===== src/design/cilt_pkg.sv =====
// Package for the camera output line, input filter and pulse timer block
package cilt_pkg;

  // ----------------------------------------------------------------
  // Timing
  // ----------------------------------------------------------------
  localparam int unsigned CLK_PERIOD_NS      = 10;
  localparam int unsigned TICK_NS            = 1000;
  localparam int unsigned GLITCH_UNIT_NS     = 500;
  localparam int unsigned US_CYCLES          = TICK_NS / CLK_PERIOD_NS;
  localparam int unsigned GLITCH_UNIT_CYCLES = GLITCH_UNIT_NS / CLK_PERIOD_NS;

  // ----------------------------------------------------------------
  // Register map and field sizes
  // ----------------------------------------------------------------
  localparam int unsigned ADDR_W    = 12;
  localparam int unsigned GLITCH_W  = 21;
  localparam int unsigned TIME_W    = 26;
  localparam int unsigned PRE_W     = 7;
  localparam int unsigned DB_W      = 28;
  localparam int unsigned RESTART_BIT = 0;

  localparam logic [ADDR_W-1:0] ADDR_CTRL   = 12'h000;
  localparam logic [ADDR_W-1:0] ADDR_GLITCH = 12'h004;
  localparam logic [ADDR_W-1:0] ADDR_DELAY  = 12'h008;
  localparam logic [ADDR_W-1:0] ADDR_LENGTH = 12'h00C;
  localparam logic [ADDR_W-1:0] ADDR_CMD    = 12'h010;
  localparam logic [ADDR_W-1:0] ADDR_STATUS = 12'h014;

  localparam logic [GLITCH_W-1:0] GLITCH_RESET = 21'h0_0001;
  localparam logic [GLITCH_W-1:0] GLITCH_MAX   = 21'h1E_8480;
  localparam logic [TIME_W-1:0]   TIME_RESET   = 26'h000_0000;
  localparam logic [TIME_W-1:0]   TIME_MAX     = 26'h393_8700;

  // ----------------------------------------------------------------
  // Types
  // ----------------------------------------------------------------
  typedef enum logic [2:0] {
    SRC_OFF      = 3'h0,
    SRC_EXPOSURE = 3'h1,
    SRC_READOUT  = 3'h2,
    SRC_SOFTWARE = 3'h3,
    SRC_TIMER    = 3'h4,
    SRC_STROBE   = 3'h5
  } cilt_src_t;

  typedef enum logic [2:0] {
    TRIG_OFF      = 3'h0,
    TRIG_EXPOSURE = 3'h1,
    TRIG_READOUT  = 3'h2,
    TRIG_EXTERNAL = 3'h3,
    TRIG_STROBE   = 3'h4
  } cilt_trig_t;

  typedef enum logic [1:0] {
    COND_RISE = 2'h0,
    COND_FALL = 2'h1,
    COND_HIGH = 2'h2,
    COND_LOW  = 2'h3
  } cilt_cond_t;

  typedef enum logic [1:0] {
    ST_IDLE   = 2'b00,
    ST_DELAY  = 2'b01,
    ST_ACTIVE = 2'b11
  } cilt_state_t;

  typedef struct packed {
    logic [21:0] rsvd;
    cilt_cond_t  pulse_trigger_condition;
    cilt_trig_t  pulse_trigger_select;
    logic        software_output_level;
    logic        output_polarity_invert;
    cilt_src_t   output_source_select;
  } cilt_ctrl_t;

  typedef struct packed {
    logic [24:0] rsvd;
    logic        strobe_window;
    cilt_state_t timer_state;
    logic        output_line;
    logic        filtered_input;
    logic        exposure_window;
    logic        readout_window;
  } cilt_status_t;

  typedef struct packed {
    logic exposure_window;
    logic readout_window;
    logic bottom_line_start;
    logic top_line_end;
  } cilt_cam_t;

  localparam cilt_ctrl_t CTRL_RESET = '0;

endpackage : cilt_pkg


===== src/design/cilt_top.sv =====
// Camera output line, input glitch filter and pulse timer with APB registers

module cilt_top (
  input  wire logic                       pclk,
  input  wire logic                       presetn,
  input  wire logic [cilt_pkg::ADDR_W-1:0] paddr,
  input  wire logic                       psel,
  input  wire logic                       penable,
  input  wire logic                       pwrite,
  input  wire logic [31:0]                pwdata,
  output logic      [31:0]                prdata,
  output logic                            pready,
  output logic                            pslverr,
  input  wire cilt_pkg::cilt_cam_t        cam_in,
  input  wire logic [cilt_pkg::TIME_W-1:0] exposure_time_us,
  input  wire logic [cilt_pkg::TIME_W-1:0] readout_time_us,
  input  wire logic                       external_trigger_input,
  output logic                            output_line
);

  // ----------------------------------------------------------------
  // Register bus
  // ----------------------------------------------------------------
  cilt_pkg::cilt_ctrl_t            ctrl_q;
  logic [cilt_pkg::GLITCH_W-1:0]  glitch_q;
  logic [cilt_pkg::TIME_W-1:0]    delay_q;
  logic [cilt_pkg::TIME_W-1:0]    length_q;
  logic [31:0]                    prdata_q;
  logic                           pready_q;
  logic                           pslverr_q;
  cilt_pkg::cilt_status_t         status;
  logic [31:0]                    rd_data;

  function automatic logic is_mapped(input logic [cilt_pkg::ADDR_W-1:0] a);
    is_mapped = (a == cilt_pkg::ADDR_CTRL) || (a == cilt_pkg::ADDR_GLITCH) ||
                (a == cilt_pkg::ADDR_DELAY) || (a == cilt_pkg::ADDR_LENGTH) ||
                (a == cilt_pkg::ADDR_CMD) || (a == cilt_pkg::ADDR_STATUS);
  endfunction : is_mapped

  function automatic logic [cilt_pkg::TIME_W-1:0] clamp_time(input logic [31:0] v);
    clamp_time = (v > 32'(cilt_pkg::TIME_MAX)) ? cilt_pkg::TIME_MAX
                                               : v[cilt_pkg::TIME_W-1:0];
  endfunction : clamp_time

  wire setup_ph  = psel && !penable;
  wire wr_acc    = psel && penable && pready_q && pwrite;
  wire wr_ctrl   = wr_acc && (paddr == cilt_pkg::ADDR_CTRL);
  wire wr_glitch = wr_acc && (paddr == cilt_pkg::ADDR_GLITCH);
  wire wr_delay  = wr_acc && (paddr == cilt_pkg::ADDR_DELAY);
  wire wr_length = wr_acc && (paddr == cilt_pkg::ADDR_LENGTH);
  wire restart   = wr_acc && (paddr == cilt_pkg::ADDR_CMD) && pwdata[cilt_pkg::RESTART_BIT];

  // Out-of-range filter times saturate so the filter never wraps to a short one
  wire [cilt_pkg::GLITCH_W-1:0] glitch_wr = (pwdata > 32'(cilt_pkg::GLITCH_MAX)) ?
                                             cilt_pkg::GLITCH_MAX :
                                             pwdata[cilt_pkg::GLITCH_W-1:0];

  assign rd_data = (paddr == cilt_pkg::ADDR_CTRL)   ? 32'(ctrl_q) :
                   (paddr == cilt_pkg::ADDR_GLITCH) ? 32'(glitch_q) :
                   (paddr == cilt_pkg::ADDR_DELAY)  ? 32'(delay_q) :
                   (paddr == cilt_pkg::ADDR_LENGTH) ? 32'(length_q) :
                   (paddr == cilt_pkg::ADDR_STATUS) ? 32'(status) : 32'h0000_0000;

  // Answer prepared during setup so read data leaves a flip-flop
  always_ff @(posedge pclk or negedge presetn) begin
    if (!presetn) begin
      prdata_q  <= 32'h0000_0000;
      pready_q  <= 1'b0;
      pslverr_q <= 1'b0;
    end else begin
      pready_q  <= setup_ph;
      prdata_q  <= (setup_ph && !pwrite) ? rd_data : 32'h0000_0000;
      pslverr_q <= setup_ph && !is_mapped(paddr);
    end
  end

  always_ff @(posedge pclk or negedge presetn) begin
    if (!presetn) begin
      ctrl_q   <= cilt_pkg::CTRL_RESET;
      glitch_q <= cilt_pkg::GLITCH_RESET;
      delay_q  <= cilt_pkg::TIME_RESET;
      length_q <= cilt_pkg::TIME_RESET;
    end else begin
      if (wr_ctrl) begin
        ctrl_q      <= cilt_pkg::cilt_ctrl_t'(pwdata);
        ctrl_q.rsvd <= '0;
      end
      if (wr_glitch) begin
        glitch_q <= glitch_wr;
      end
      if (wr_delay) begin
        delay_q <= clamp_time(pwdata);
      end
      if (wr_length) begin
        length_q <= clamp_time(pwdata);
      end
    end
  end

  assign prdata  = prdata_q;
  assign pready  = pready_q;
  assign pslverr = pslverr_q;

  // ----------------------------------------------------------------
  // Strobe window
  // ----------------------------------------------------------------
  logic strobe_q;
  wire  strobe_ok = exposure_time_us > readout_time_us;

  always_ff @(posedge pclk or negedge presetn) begin
    if (!presetn) begin
      strobe_q <= 1'b0;
    end else if (!strobe_ok) begin
      strobe_q <= 1'b0;
    end else if (cam_in.bottom_line_start) begin
      strobe_q <= 1'b1;
    end else if (cam_in.top_line_end) begin
      strobe_q <= 1'b0;
    end
  end

  // ----------------------------------------------------------------
  // Input glitch filter
  // ----------------------------------------------------------------
  logic                  raw_q;
  logic                  filt_q;
  logic [cilt_pkg::DB_W-1:0] db_cnt_q;
  wire  [cilt_pkg::DB_W-1:0] db_thr = cilt_pkg::DB_W'(glitch_q) *
                                      cilt_pkg::DB_W'(cilt_pkg::GLITCH_UNIT_CYCLES);
  wire  db_diff = raw_q != filt_q;
  wire  db_hit  = db_diff && (db_cnt_q >= db_thr);

  always_ff @(posedge pclk or negedge presetn) begin
    if (!presetn) begin
      raw_q    <= 1'b0;
      filt_q   <= 1'b0;
      db_cnt_q <= '0;
    end else begin
      raw_q <= external_trigger_input;
      if (db_hit) begin
        filt_q   <= raw_q;
        db_cnt_q <= '0;
      end else if (db_diff) begin
        db_cnt_q <= db_cnt_q + cilt_pkg::DB_W'(1);
      end else begin
        db_cnt_q <= '0;
      end
    end
  end

  // ----------------------------------------------------------------
  // Pulse timer
  // ----------------------------------------------------------------
  cilt_pkg::cilt_state_t      state_q;
  cilt_pkg::cilt_state_t      state_d;
  logic [cilt_pkg::PRE_W-1:0] pre_q;
  logic [cilt_pkg::TIME_W-1:0] us_q;
  logic                       tsrc_q;
  logic                       tsrc;

  assign tsrc = (ctrl_q.pulse_trigger_select == cilt_pkg::TRIG_EXPOSURE) ? cam_in.exposure_window :
                (ctrl_q.pulse_trigger_select == cilt_pkg::TRIG_READOUT)  ? cam_in.readout_window :
                (ctrl_q.pulse_trigger_select == cilt_pkg::TRIG_EXTERNAL) ? filt_q :
                (ctrl_q.pulse_trigger_select == cilt_pkg::TRIG_STROBE)   ? strobe_q :
                1'b0;

  wire trig_on  = ctrl_q.pulse_trigger_select != cilt_pkg::TRIG_OFF;
  wire lvl_mode = ctrl_q.pulse_trigger_condition[1];
  wire lvl_hit  = (ctrl_q.pulse_trigger_condition == cilt_pkg::COND_HIGH) ? tsrc : !tsrc;
  wire edge_hit = (ctrl_q.pulse_trigger_condition == cilt_pkg::COND_RISE) ? (tsrc && !tsrc_q) :
                  (!tsrc && tsrc_q);
  wire us_tick  = pre_q == cilt_pkg::PRE_W'(cilt_pkg::US_CYCLES - 1);
  wire t_done   = (state_q == cilt_pkg::ST_DELAY) ? (us_q >= delay_q) : (us_q >= length_q);
  wire timer_pulse_output = state_q == cilt_pkg::ST_ACTIVE;

  always_comb begin
    state_d = state_q;
    if (!trig_on) begin
      state_d = cilt_pkg::ST_IDLE;
    end else begin
      case (state_q)
        cilt_pkg::ST_IDLE: begin
          if (lvl_mode ? lvl_hit : edge_hit) begin
            state_d = cilt_pkg::ST_DELAY;
          end
        end
        cilt_pkg::ST_DELAY: begin
          if (lvl_mode && !lvl_hit) begin
            state_d = cilt_pkg::ST_IDLE;
          end else if (t_done) begin
            state_d = cilt_pkg::ST_ACTIVE;
          end
        end
        cilt_pkg::ST_ACTIVE: begin
          if (lvl_mode ? !lvl_hit : t_done) begin
            state_d = cilt_pkg::ST_IDLE;
          end
        end
        default: begin
          state_d = cilt_pkg::ST_IDLE;
        end
      endcase
    end
  end

  // Counters restart on every state change, so delay and length each last their whole microseconds plus one cycle
  always_ff @(posedge pclk or negedge presetn) begin
    if (!presetn) begin
      state_q <= cilt_pkg::ST_IDLE;
      pre_q   <= '0;
      us_q    <= '0;
      tsrc_q  <= 1'b0;
    end else if (restart) begin
      state_q <= cilt_pkg::ST_IDLE;
      pre_q   <= '0;
      us_q    <= '0;
      tsrc_q  <= tsrc;
    end else begin
      state_q <= state_d;
      tsrc_q  <= tsrc;
      if (state_d != state_q) begin
        pre_q <= '0;
        us_q  <= '0;
      end else if (us_tick) begin
        pre_q <= '0;
        us_q  <= (us_q == cilt_pkg::TIME_MAX) ? us_q : us_q + cilt_pkg::TIME_W'(1);
      end else begin
        pre_q <= pre_q + cilt_pkg::PRE_W'(1);
      end
    end
  end

  // ----------------------------------------------------------------
  // Output line
  // ----------------------------------------------------------------
  logic line_q;
  logic src_sel;

  assign src_sel = (ctrl_q.output_source_select == cilt_pkg::SRC_EXPOSURE) ?
                     cam_in.exposure_window :
                   (ctrl_q.output_source_select == cilt_pkg::SRC_READOUT)  ?
                     cam_in.readout_window :
                   (ctrl_q.output_source_select == cilt_pkg::SRC_SOFTWARE) ?
                     ctrl_q.software_output_level :
                   (ctrl_q.output_source_select == cilt_pkg::SRC_TIMER)  ? timer_pulse_output :
                   (ctrl_q.output_source_select == cilt_pkg::SRC_STROBE) ? strobe_q : 1'b0;

  // Off forces low even with inversion, so an idle line never fires the flash
  wire src_off = (ctrl_q.output_source_select == cilt_pkg::SRC_OFF) ||
                 (ctrl_q.output_source_select > cilt_pkg::SRC_STROBE);

  always_ff @(posedge pclk or negedge presetn) begin
    if (!presetn) begin
      line_q <= 1'b0;
    end else if (src_off) begin
      line_q <= 1'b0;
    end else begin
      line_q <= src_sel ^ ctrl_q.output_polarity_invert;
    end
  end

  assign output_line = line_q;

  always_comb begin
    status                 = '0;
    status.strobe_window   = strobe_q;
    status.timer_state     = state_q;
    status.output_line     = line_q;
    status.filtered_input  = filt_q;
    status.exposure_window = cam_in.exposure_window;
    status.readout_window  = cam_in.readout_window;
  end
endmodule : cilt_top


===== config.mk =====
export PLATFORM = sky130hd
export DESIGN_NAME = cilt_top
export DESIGN_NICKNAME = d
export VERILOG_FILES = /design/src/design/cilt_pkg.sv /design/src/design/cilt_top.sv
export SDC_FILE = /design/constraint.sdc
export NUM_CORES = 1
export LEC_CHECK = 0
export ABC_CLOCK_PERIOD_IN_PS = 6500
export BUFFER_PORTS_ARGS = -buffer_cell sky130_fd_sc_hd__buf_2
export CAP_MARGIN = 15
export CORE_ASPECT_RATIO = 0.6
export CORE_MARGIN = 3
export CORE_UTILIZATION = 55
export DETAILED_ROUTE_END_ITERATION = 12
export PLACE_DENSITY = 0.84
export SYNTH_ARGS = -nofsm -noshare
export SYNTH_HDL_FRONTEND = slang
export SYNTH_SLANG_ARGS = --single-unit

===== constraint.sdc =====
create_clock -name pclk -period 6.5 [get_ports pclk]
set_clock_uncertainty 0.1 [all_clocks]
set_input_delay 1.625 -clock pclk [delete_from_list [all_inputs] [get_ports pclk]]
set_output_delay 1.625 -clock pclk [all_outputs]
set_load 0.03 [all_outputs]

==> results by group, run 1 <==
Synth
  – Ys flop type: dfrtp_1
  – Synthesized area: around 13000 um2
  – Avg Cell Area, Syn: about 9 um2
  – Ys async rst share: 100%
  – Synth Register Bits: 179
  – Synth warn: 0
  – Cells after Synth: 1424
  – Register area share after synthesis: 35.1%
  – Library cells used by synthesis: 72
  – EDFF count, synth: 0

Clock tree
  – CTS tree: built
  – Clock sinks: 179
  – CTS clk-pin slew, worst paths: 0.07 ns
  – Max Root-Sink Buffers: 2
  – Htree depth: 4
  – Postcts setup bufs: 0
  – Num CTS Buffers: 17
  – Clock Tree Root: clkbuf_16
  – Resized cells post-CTS: 0
  – Post-CTS Hold Buffers: 0
  – Clk_lat worst skew: ~0.45 ns

Drt
  – DR vias/cell: 5.96
  – Post-DRT Antenna Nets: 0
  – Routed wire length: 34.8 mm
  – Initial DRC count: ~1100
  – Drt wl/cell: ~19 um
  – Drt drc: 0
  – Total number of vias: 11100
  – Initial DRT Pass Iterations: 5

STA
  – Max frequency: 0.170 GHz
  – Max Slew Vio Count: 0
  – Setup TNS: 0 ns
  – RSZ-0062 raised after global routing: false
  – Worst-margin pin slew: 1.09 ns
  – Minimum clock period: 5.89 ns
  – Rel. slew slack: a little over a quarter
  – Hold Fails Final Rpt: 0
  – Final critical-path share of the clock period: 90.6%
  – Final setup vio count: 0
  – Final worst slack: 0.608 ns

Placed design
  – Pre-CTS setup slack: 0.710 ns
  – Gpl congestion: 1.02
  – Placed inst area: ~14000 um2
  – Dpl cells: 1830
  – Port buffer count: 134
  – HPWL after DPL: 27.1 mm

Setup path
  – Critical Path RT: 6.73 ns
  – Startpoint types: register
  – Max Fanout on Critical Path: 20
  – CP Class: register to register
  – CP Capture Type: register
  – Critical path arrival: a little over 6 ns

Finish
  – Final Cell Area: 14300 um2
  – Layout area overhead: 11.7%
  – Most common library cell in the layout ignoring fill and taps: dfrtp_1
  – Post-Layout Cell Count: 1864
  – Most frequent cells in the layout: dfrtp_1, ha_1, inv_1, nand2_1, buf_2
  – Fill cells: ~1900
  – Share of layout cells above drive strength 1: 12.9%
  – Nets: 1838

Flow run
  – Maxcap violations: 0

Global routing
  – GRT Residual Overflow: 0
  – Total GRT Usage: 28.3%
  – GRT met1 Usage: 39.5%
  – Vias in the first global route: 10700
  – Met2 Usage GRT: ~43%
  – GR Util met3: 9.25%
  – GR peak layer: met2
  – Initial antenna violation count: 3
  – Global-route wire length before repair: 55.7 mm
  – Largest net degree at the start of global routing: between 90 and 100

Power
  – Peak supply drop: 0.000161 V
  – Leakage power: approximately 7.2 nW
  – PD cells: 164 nW/um2

Die
  – Core area: 22400 um2
  – Initial Util: 56.9%
  – Ports: 141
  – Die W: just over 200 um
  – Die Footprint: 25200 um2
  – Die Y: 124 um
  – Rows: 42

Status
  – Status: complete, no violations

Worst hold path
  – Min-delay worst type: register to register
==> critical path, cell delays in order, from the launching register on <==
cell and delay (ns):
dfrtp_1 0.47, ha_1 0.34, ha_1 0.29, inv_1 0.05, fa_1 0.49, inv_1 0.04, ha_1 0.21, or4_1 0.54
o21a_1 0.26, a21o_1 0.19, a21oi_1 0.22, o21ai_0 0.13, xnor2_1 0.14, ha_1 0.31, a21o_1 0.16, a211o_1 0.31
a211oi_1 0.34, nand2_1 0.09, o21ai_0 0.32, a21oi_2 0.23, buf_8 0.22, nor4_1 0.31
==> path summary, 6_finish.rpt <==
kind	from	endpoint	slack, ns	depth (start not counted)
worst min-delay path	pre_q[0]	pre_q[0]	0.37	1
worst max-delay path	glitch_q[6]	db_cnt_q[10]	0.61	21
worst min register to register	pre_q[0]	pre_q[0]	0.37	1
worst max register to register	glitch_q[6]	db_cnt_q[10]	0.61	21
min in group asynchronous	presetn	prdata[14]	1.17	1
max in group asynchronous	presetn	length_q[3]	3.91	2
==> cells by family (layout without fill, tap and decap cells) <==
family / count (synthesis) / count (layout) / synth area share (%)
compound gates: 294 / 294 / 14.4
other cells: 1 / 8 / 0.0294
fa+ha+maj: 191 / 191 / 19.6
xor+xnor: 77 / 77 / 5.28
flops: 179 / 179 / 35.1
buf+inv: 207 / 332 / 6.51
simple gates: 457 / 457 / 17.3
mux: 18 / 18 / 1.82
==> synth_stat cells (6+ instances only) <==
master	n	area share, %
nor2b_1	13	0.64
nand4_1	28	1.4
nor3_1	25	0.98
nor2_1	101	3.0
nor4_1	31	1.5
or3_1	6	0.29
a21o_1	28	1.6
o211ai_1	6	0.35
nand2b_1	10	0.49
a22o_1	14	0.96
o311ai_0	6	0.41
xnor2_1	38	2.6
mux2i_1	6	0.47
o21a_1	8	0.47
clkbuf_1	32	0.94
o21ai_0	95	3.7
mux2_2	7	0.62
nand2_1	158	4.6
xor2_1	39	2.7
ha_1	175	17
and3_1	20	0.98
dfrtp_1	178	35
a211oi_1	9	0.53
buf_4	7	0.41
a22oi_1	8	0.47
a21oi_1	80	3.1
inv_1	158	4.6
fa_1	16	2.5
nand3_1	32	1.3
==> stage by stage <==
stage               hold WS [ns]  power (mW)  util (%)
floorplan                  0.331        1.24         -
global placement           0.344        1.32      60.9
detailed placement         0.369        1.33      61.0
CTS                        0.378        2.34      63.6
global route               0.397        2.41      63.6
finish                     0.372        2.33      63.6
==> layer usage <==
metal | wire, um | vias to the layer above
li1 | - | 5202
met1 | 14900 | 5306
met2 | 15000 | 555
met3 | 4270 | 46
met4 | 600 | 0
met5 | 0 | -
==> sequential cells by signal (all words and copies together) (netlist names) <==
signal       flops
delay_q         26
ctrl_q          10
length_q        26
raw_q            1
db_cnt_q        28
prdata          26
filt_q           1
us_q            26
pslverr          1
pready           1
glitch_q        21
pre_q            7
tsrc_q           1
output_line      1
state_q          2
strobe_q         1
==> area by class of cell <==
| class | count | area [um2] | area share, % |
|---|---|---|---|
| antenna | 2 | 5.00 | 0.0351 |
| clock buffer | 20 | 437 | 3.06 |
| clock inverter | 12 | 130 | 0.912 |
| inverter | 159 | 597 | 4.18 |
| multi-input combinational | 1043 | 7490 | 52.5 |
| sequential | 179 | 4480 | 31.4 |
| tap | 308 | 385 | 2.70 |
| timing repair buffer | 141 | 737 | 5.17 |
==> report_power, final <==
part           switching, mW  leakage, nW  internal [mW]
Combinational          0.110         4.50         0.0647
Sequential            0.0107         2.40           1.12
Clock                  0.458        0.275          0.567
Note: power is estimated with default switching activity, not from simulation.
==> run 2, diff against run 1 <==
CORE_ASPECT_RATIO = default   (was 0.6)
==> results by group, run 2 (same netlist as run 1, synthesis figures left out) <==
Drt
  – Drt drc: 0 (unchanged)
  – Total number of vias: 11100 (+0.29%)
  – Initial DRT Pass Iterations: 5 (unchanged)
  – Routed wire length: 33.3 mm (-4.3%)
  – Initial DRC count: 899 (-21%)
  – DR vias/cell: 6.05 (+1.5%)
  – Drt wl/cell: 18.1 um (-3.1%)
  – Post-DRT Antenna Nets: 0 (unchanged)

STA
  – RSZ-0062 raised after global routing: false
  – Hold Fails Final Rpt: 0 (unchanged)
  – Minimum clock period: 5.73 ns (-0.158 ns)
  – Final critical-path share of the clock period: 88.2% (-2.4 points)
  – Setup TNS: 0 ns (unchanged)
  – Rel. slew slack: 29.6% (+2.3 points)
  – Max Slew Vio Count: 0 (unchanged)
  – Max frequency: 0.174 GHz (+2.8%)
  – Final setup vio count: 0 (unchanged)
  – Worst-margin pin slew: 1.05 ns (-0.0408 ns)

Clock tree
  – Num CTS Buffers: 17 (unchanged)
  – Post-CTS Hold Buffers: 0 (unchanged)
  – Postcts setup bufs: 0 (unchanged)
  – Htree depth: 4 (unchanged)
  – Clock Tree Root: clkbuf_16
  – Resized cells post-CTS: 0 (unchanged)
  – Max Root-Sink Buffers: 2 (unchanged)
  – Clk_lat worst skew: 0.45 ns (about the same)
  – Clock sinks: 179 (unchanged)
  – CTS tree: built
  – CTS clk-pin slew, worst paths: 0.08 ns (about the same)

Die
  – Die Y: 158 um (+28%)
  – Rows: 55 (+31%)
  – Die W: 158 um (-22%)
  – Initial Util: 56.3% (-0.68 points)
  – Die Footprint: 25100 um2 (-0.23%)
  – Core area: 22700 um2 (+1.2%)
  – Ports: 141 (unchanged)

Finish
  – Largest Register: db_cnt_q
  – Share of layout cells above drive strength 1: 13.2% (+0.30 points)
  – Max FFs per register: 28 (unchanged)
  – ANT cells: 0 (-2)
  – Final Cell Area: 14200 um2 (-0.18%)
  – Most frequent cells in the layout: dfrtp_1, ha_1, inv_1, nand2_1, buf_2
  – Layout area overhead: 11.5%
  – Fill cells: 1840 (-2.7%)
  – Nets: 1840 (+0.11%)
  – Most common library cell in the layout ignoring fill and taps: dfrtp_1

Setup path
  – Crit path max-delay family: compound AO/OA/AOI/OAI gates
  – Critical Path RT: 6.73 ns (about the same)
  – Worst r2r path cells: 20 (-4.8%)
  – Crit-path cells: ha_1 > ha_1 > fa_1 > ha_1 > or4_1 > o21a_1 > a21oi_1 > nor2b_1 > o21ai_0 > nand2b_1 > xnor2_1 > ha_1 > a21o_1 > a211o_1 > a211oi_1 > nand2_1 > o21ai_0 > a21oi_2 > buf_4 > nor4_1
  – Critical path arrival: 5.96 ns (-0.16 ns)
  – Max Fanout on Critical Path: 28 (+40%)
  – CP Class: register to register
  – Slowest stage delay, CP: 0.56 ns (+0.02 ns)
  – Startpoint types: register
  – CP Capture Type: register
  – Most frequent CP cell: ha_1
  – CP max-delay cell: or4_1
  – Bufs and invs on worst path: 1 (-2)
  – Critical path depth in cells: 20 (-4.8%)

Placed design
  – Port buffer count: 134 (unchanged)
  – Placed inst area: 13700 um2 (-0.21%)
  – Gpl congestion: 0.895 (-12%)
  – HPWL after DPL: 25.1 mm (-7.1%)

Status
  – Status: complete, no violations

Power
  – Peak supply drop: 0.000125 V (-22%)
  – Leakage power: 7.19 nW (+0.19%)
  – PD cells: 163 nW/um2 (-0.54%)

Global routing
  – Total GRT Usage: 26.9% (-1.4 points)
  – Largest net degree at the start of global routing: 72 (-26%)
  – GRT Residual Overflow: 0 (unchanged)
  – Initial antenna violation count: 0 (-3)
  – Vias in the first global route: 11000 (+2.4%)
  – Global-route wire length before repair: 53.6 mm (-3.7%)

Flow run
  – Maxcap violations: 0 (unchanged)

Worst hold path
  – Hold Path Depth: 1 (unchanged)
  – Min-delay worst type: register to register
## run 2: changes by cell type in the layout (fill, tap and decap cells not counted)
cell / change
buf_4: +2
inv_6: +2
clkbuf_4: +1
clkinv_8: +2
diode_2: -2
clkbuf_1: -3
clkinvlp_4: -1
clkinv_2: -1
bufinv_16: -2
buf_8: -1
inv_8: +3
## run 2: layer usage
layer  GRT usage (%)  vias up  wire (um)
li1                -     5208          -
met1            34.6     5305      13600
met3            5.60      107       2900
met4            11.3        0       1250
met5           0.794        -          0
met2            44.2      521      15600
## run 2: path summary, 6_finish.rpt
path                              from            to  slack (ns)
setup reg to reg           glitch_q[5]  db_cnt_q[22]        0.77
hold reg to reg               pre_q[0]      pre_q[0]        0.38
min in group asynchronous      presetn      us_q[18]        1.08
max in group asynchronous      presetn     ctrl_q[4]        3.96
hold / removal                pre_q[0]      pre_q[0]        0.38
setup / recovery           glitch_q[5]  db_cnt_q[22]        0.77
## run 2: worst register-to-register path: stages, from the launching register on
cell and delay, ns:
dfrtp_1 0.44, ha_1 0.35, ha_1 0.33, fa_1 0.46
ha_1 0.25, or4_1 0.56, o21a_1 0.22, a21oi_1 0.23
nor2b_1 0.09, o21ai_0 0.20, nand2b_1 0.12, xnor2_1 0.14
ha_1 0.19, a21o_1 0.18, a211o_1 0.32, a211oi_1 0.30
nand2_1 0.08, o21ai_0 0.39, a21oi_2 0.09, buf_4 0.24
nor4_1 0.34
## run 2: cell type report
| class | count | area, um2 | share of cell area, % |
|---|---|---|---|
| clock buffer | 17 | 425 | 2.99 |
| tap | 285 | 357 | 2.50 |
| timing repair buffer | 143 | 744 | 5.23 |
| inverter | 159 | 597 | 4.19 |
| sequential | 179 | 4480 | 31.5 |
| clock inverter | 15 | 141 | 0.993 |
| multi-input combinational | 1043 | 7490 | 52.6 |
## run 2: power by group
group,internal (mW),switching (mW),leakage [nW]
sequential,1.12,0.0106,2.40
combinational,0.0650,0.108,4.51
clock,0.508,0.502,0.280
total,1.70,0.621,7.19
## run 2: metrics by stage
| stage | setup slack (ns) | instances | util (%) | power [mW] | hold WS [ns] |
|---|---|---|---|---|---|
| 2_1_floorplan | 1.27 | 1429 | - | 1.24 | 0.331 |
| 3_3_place_gp | 1.10 | 1808 | 60.2 | 1.32 | 0.343 |
| 3_5_place_dp | 0.869 | 1808 | 60.2 | 1.33 | 0.364 |
| 4_1_cts | 0.820 | 1840 | 62.7 | 2.32 | 0.374 |
| 5_1_grt | 0.420 | 1841 | 62.7 | 2.38 | 0.398 |
| 6_report | 0.766 | 1841 | 62.7 | 2.32 | 0.382 |
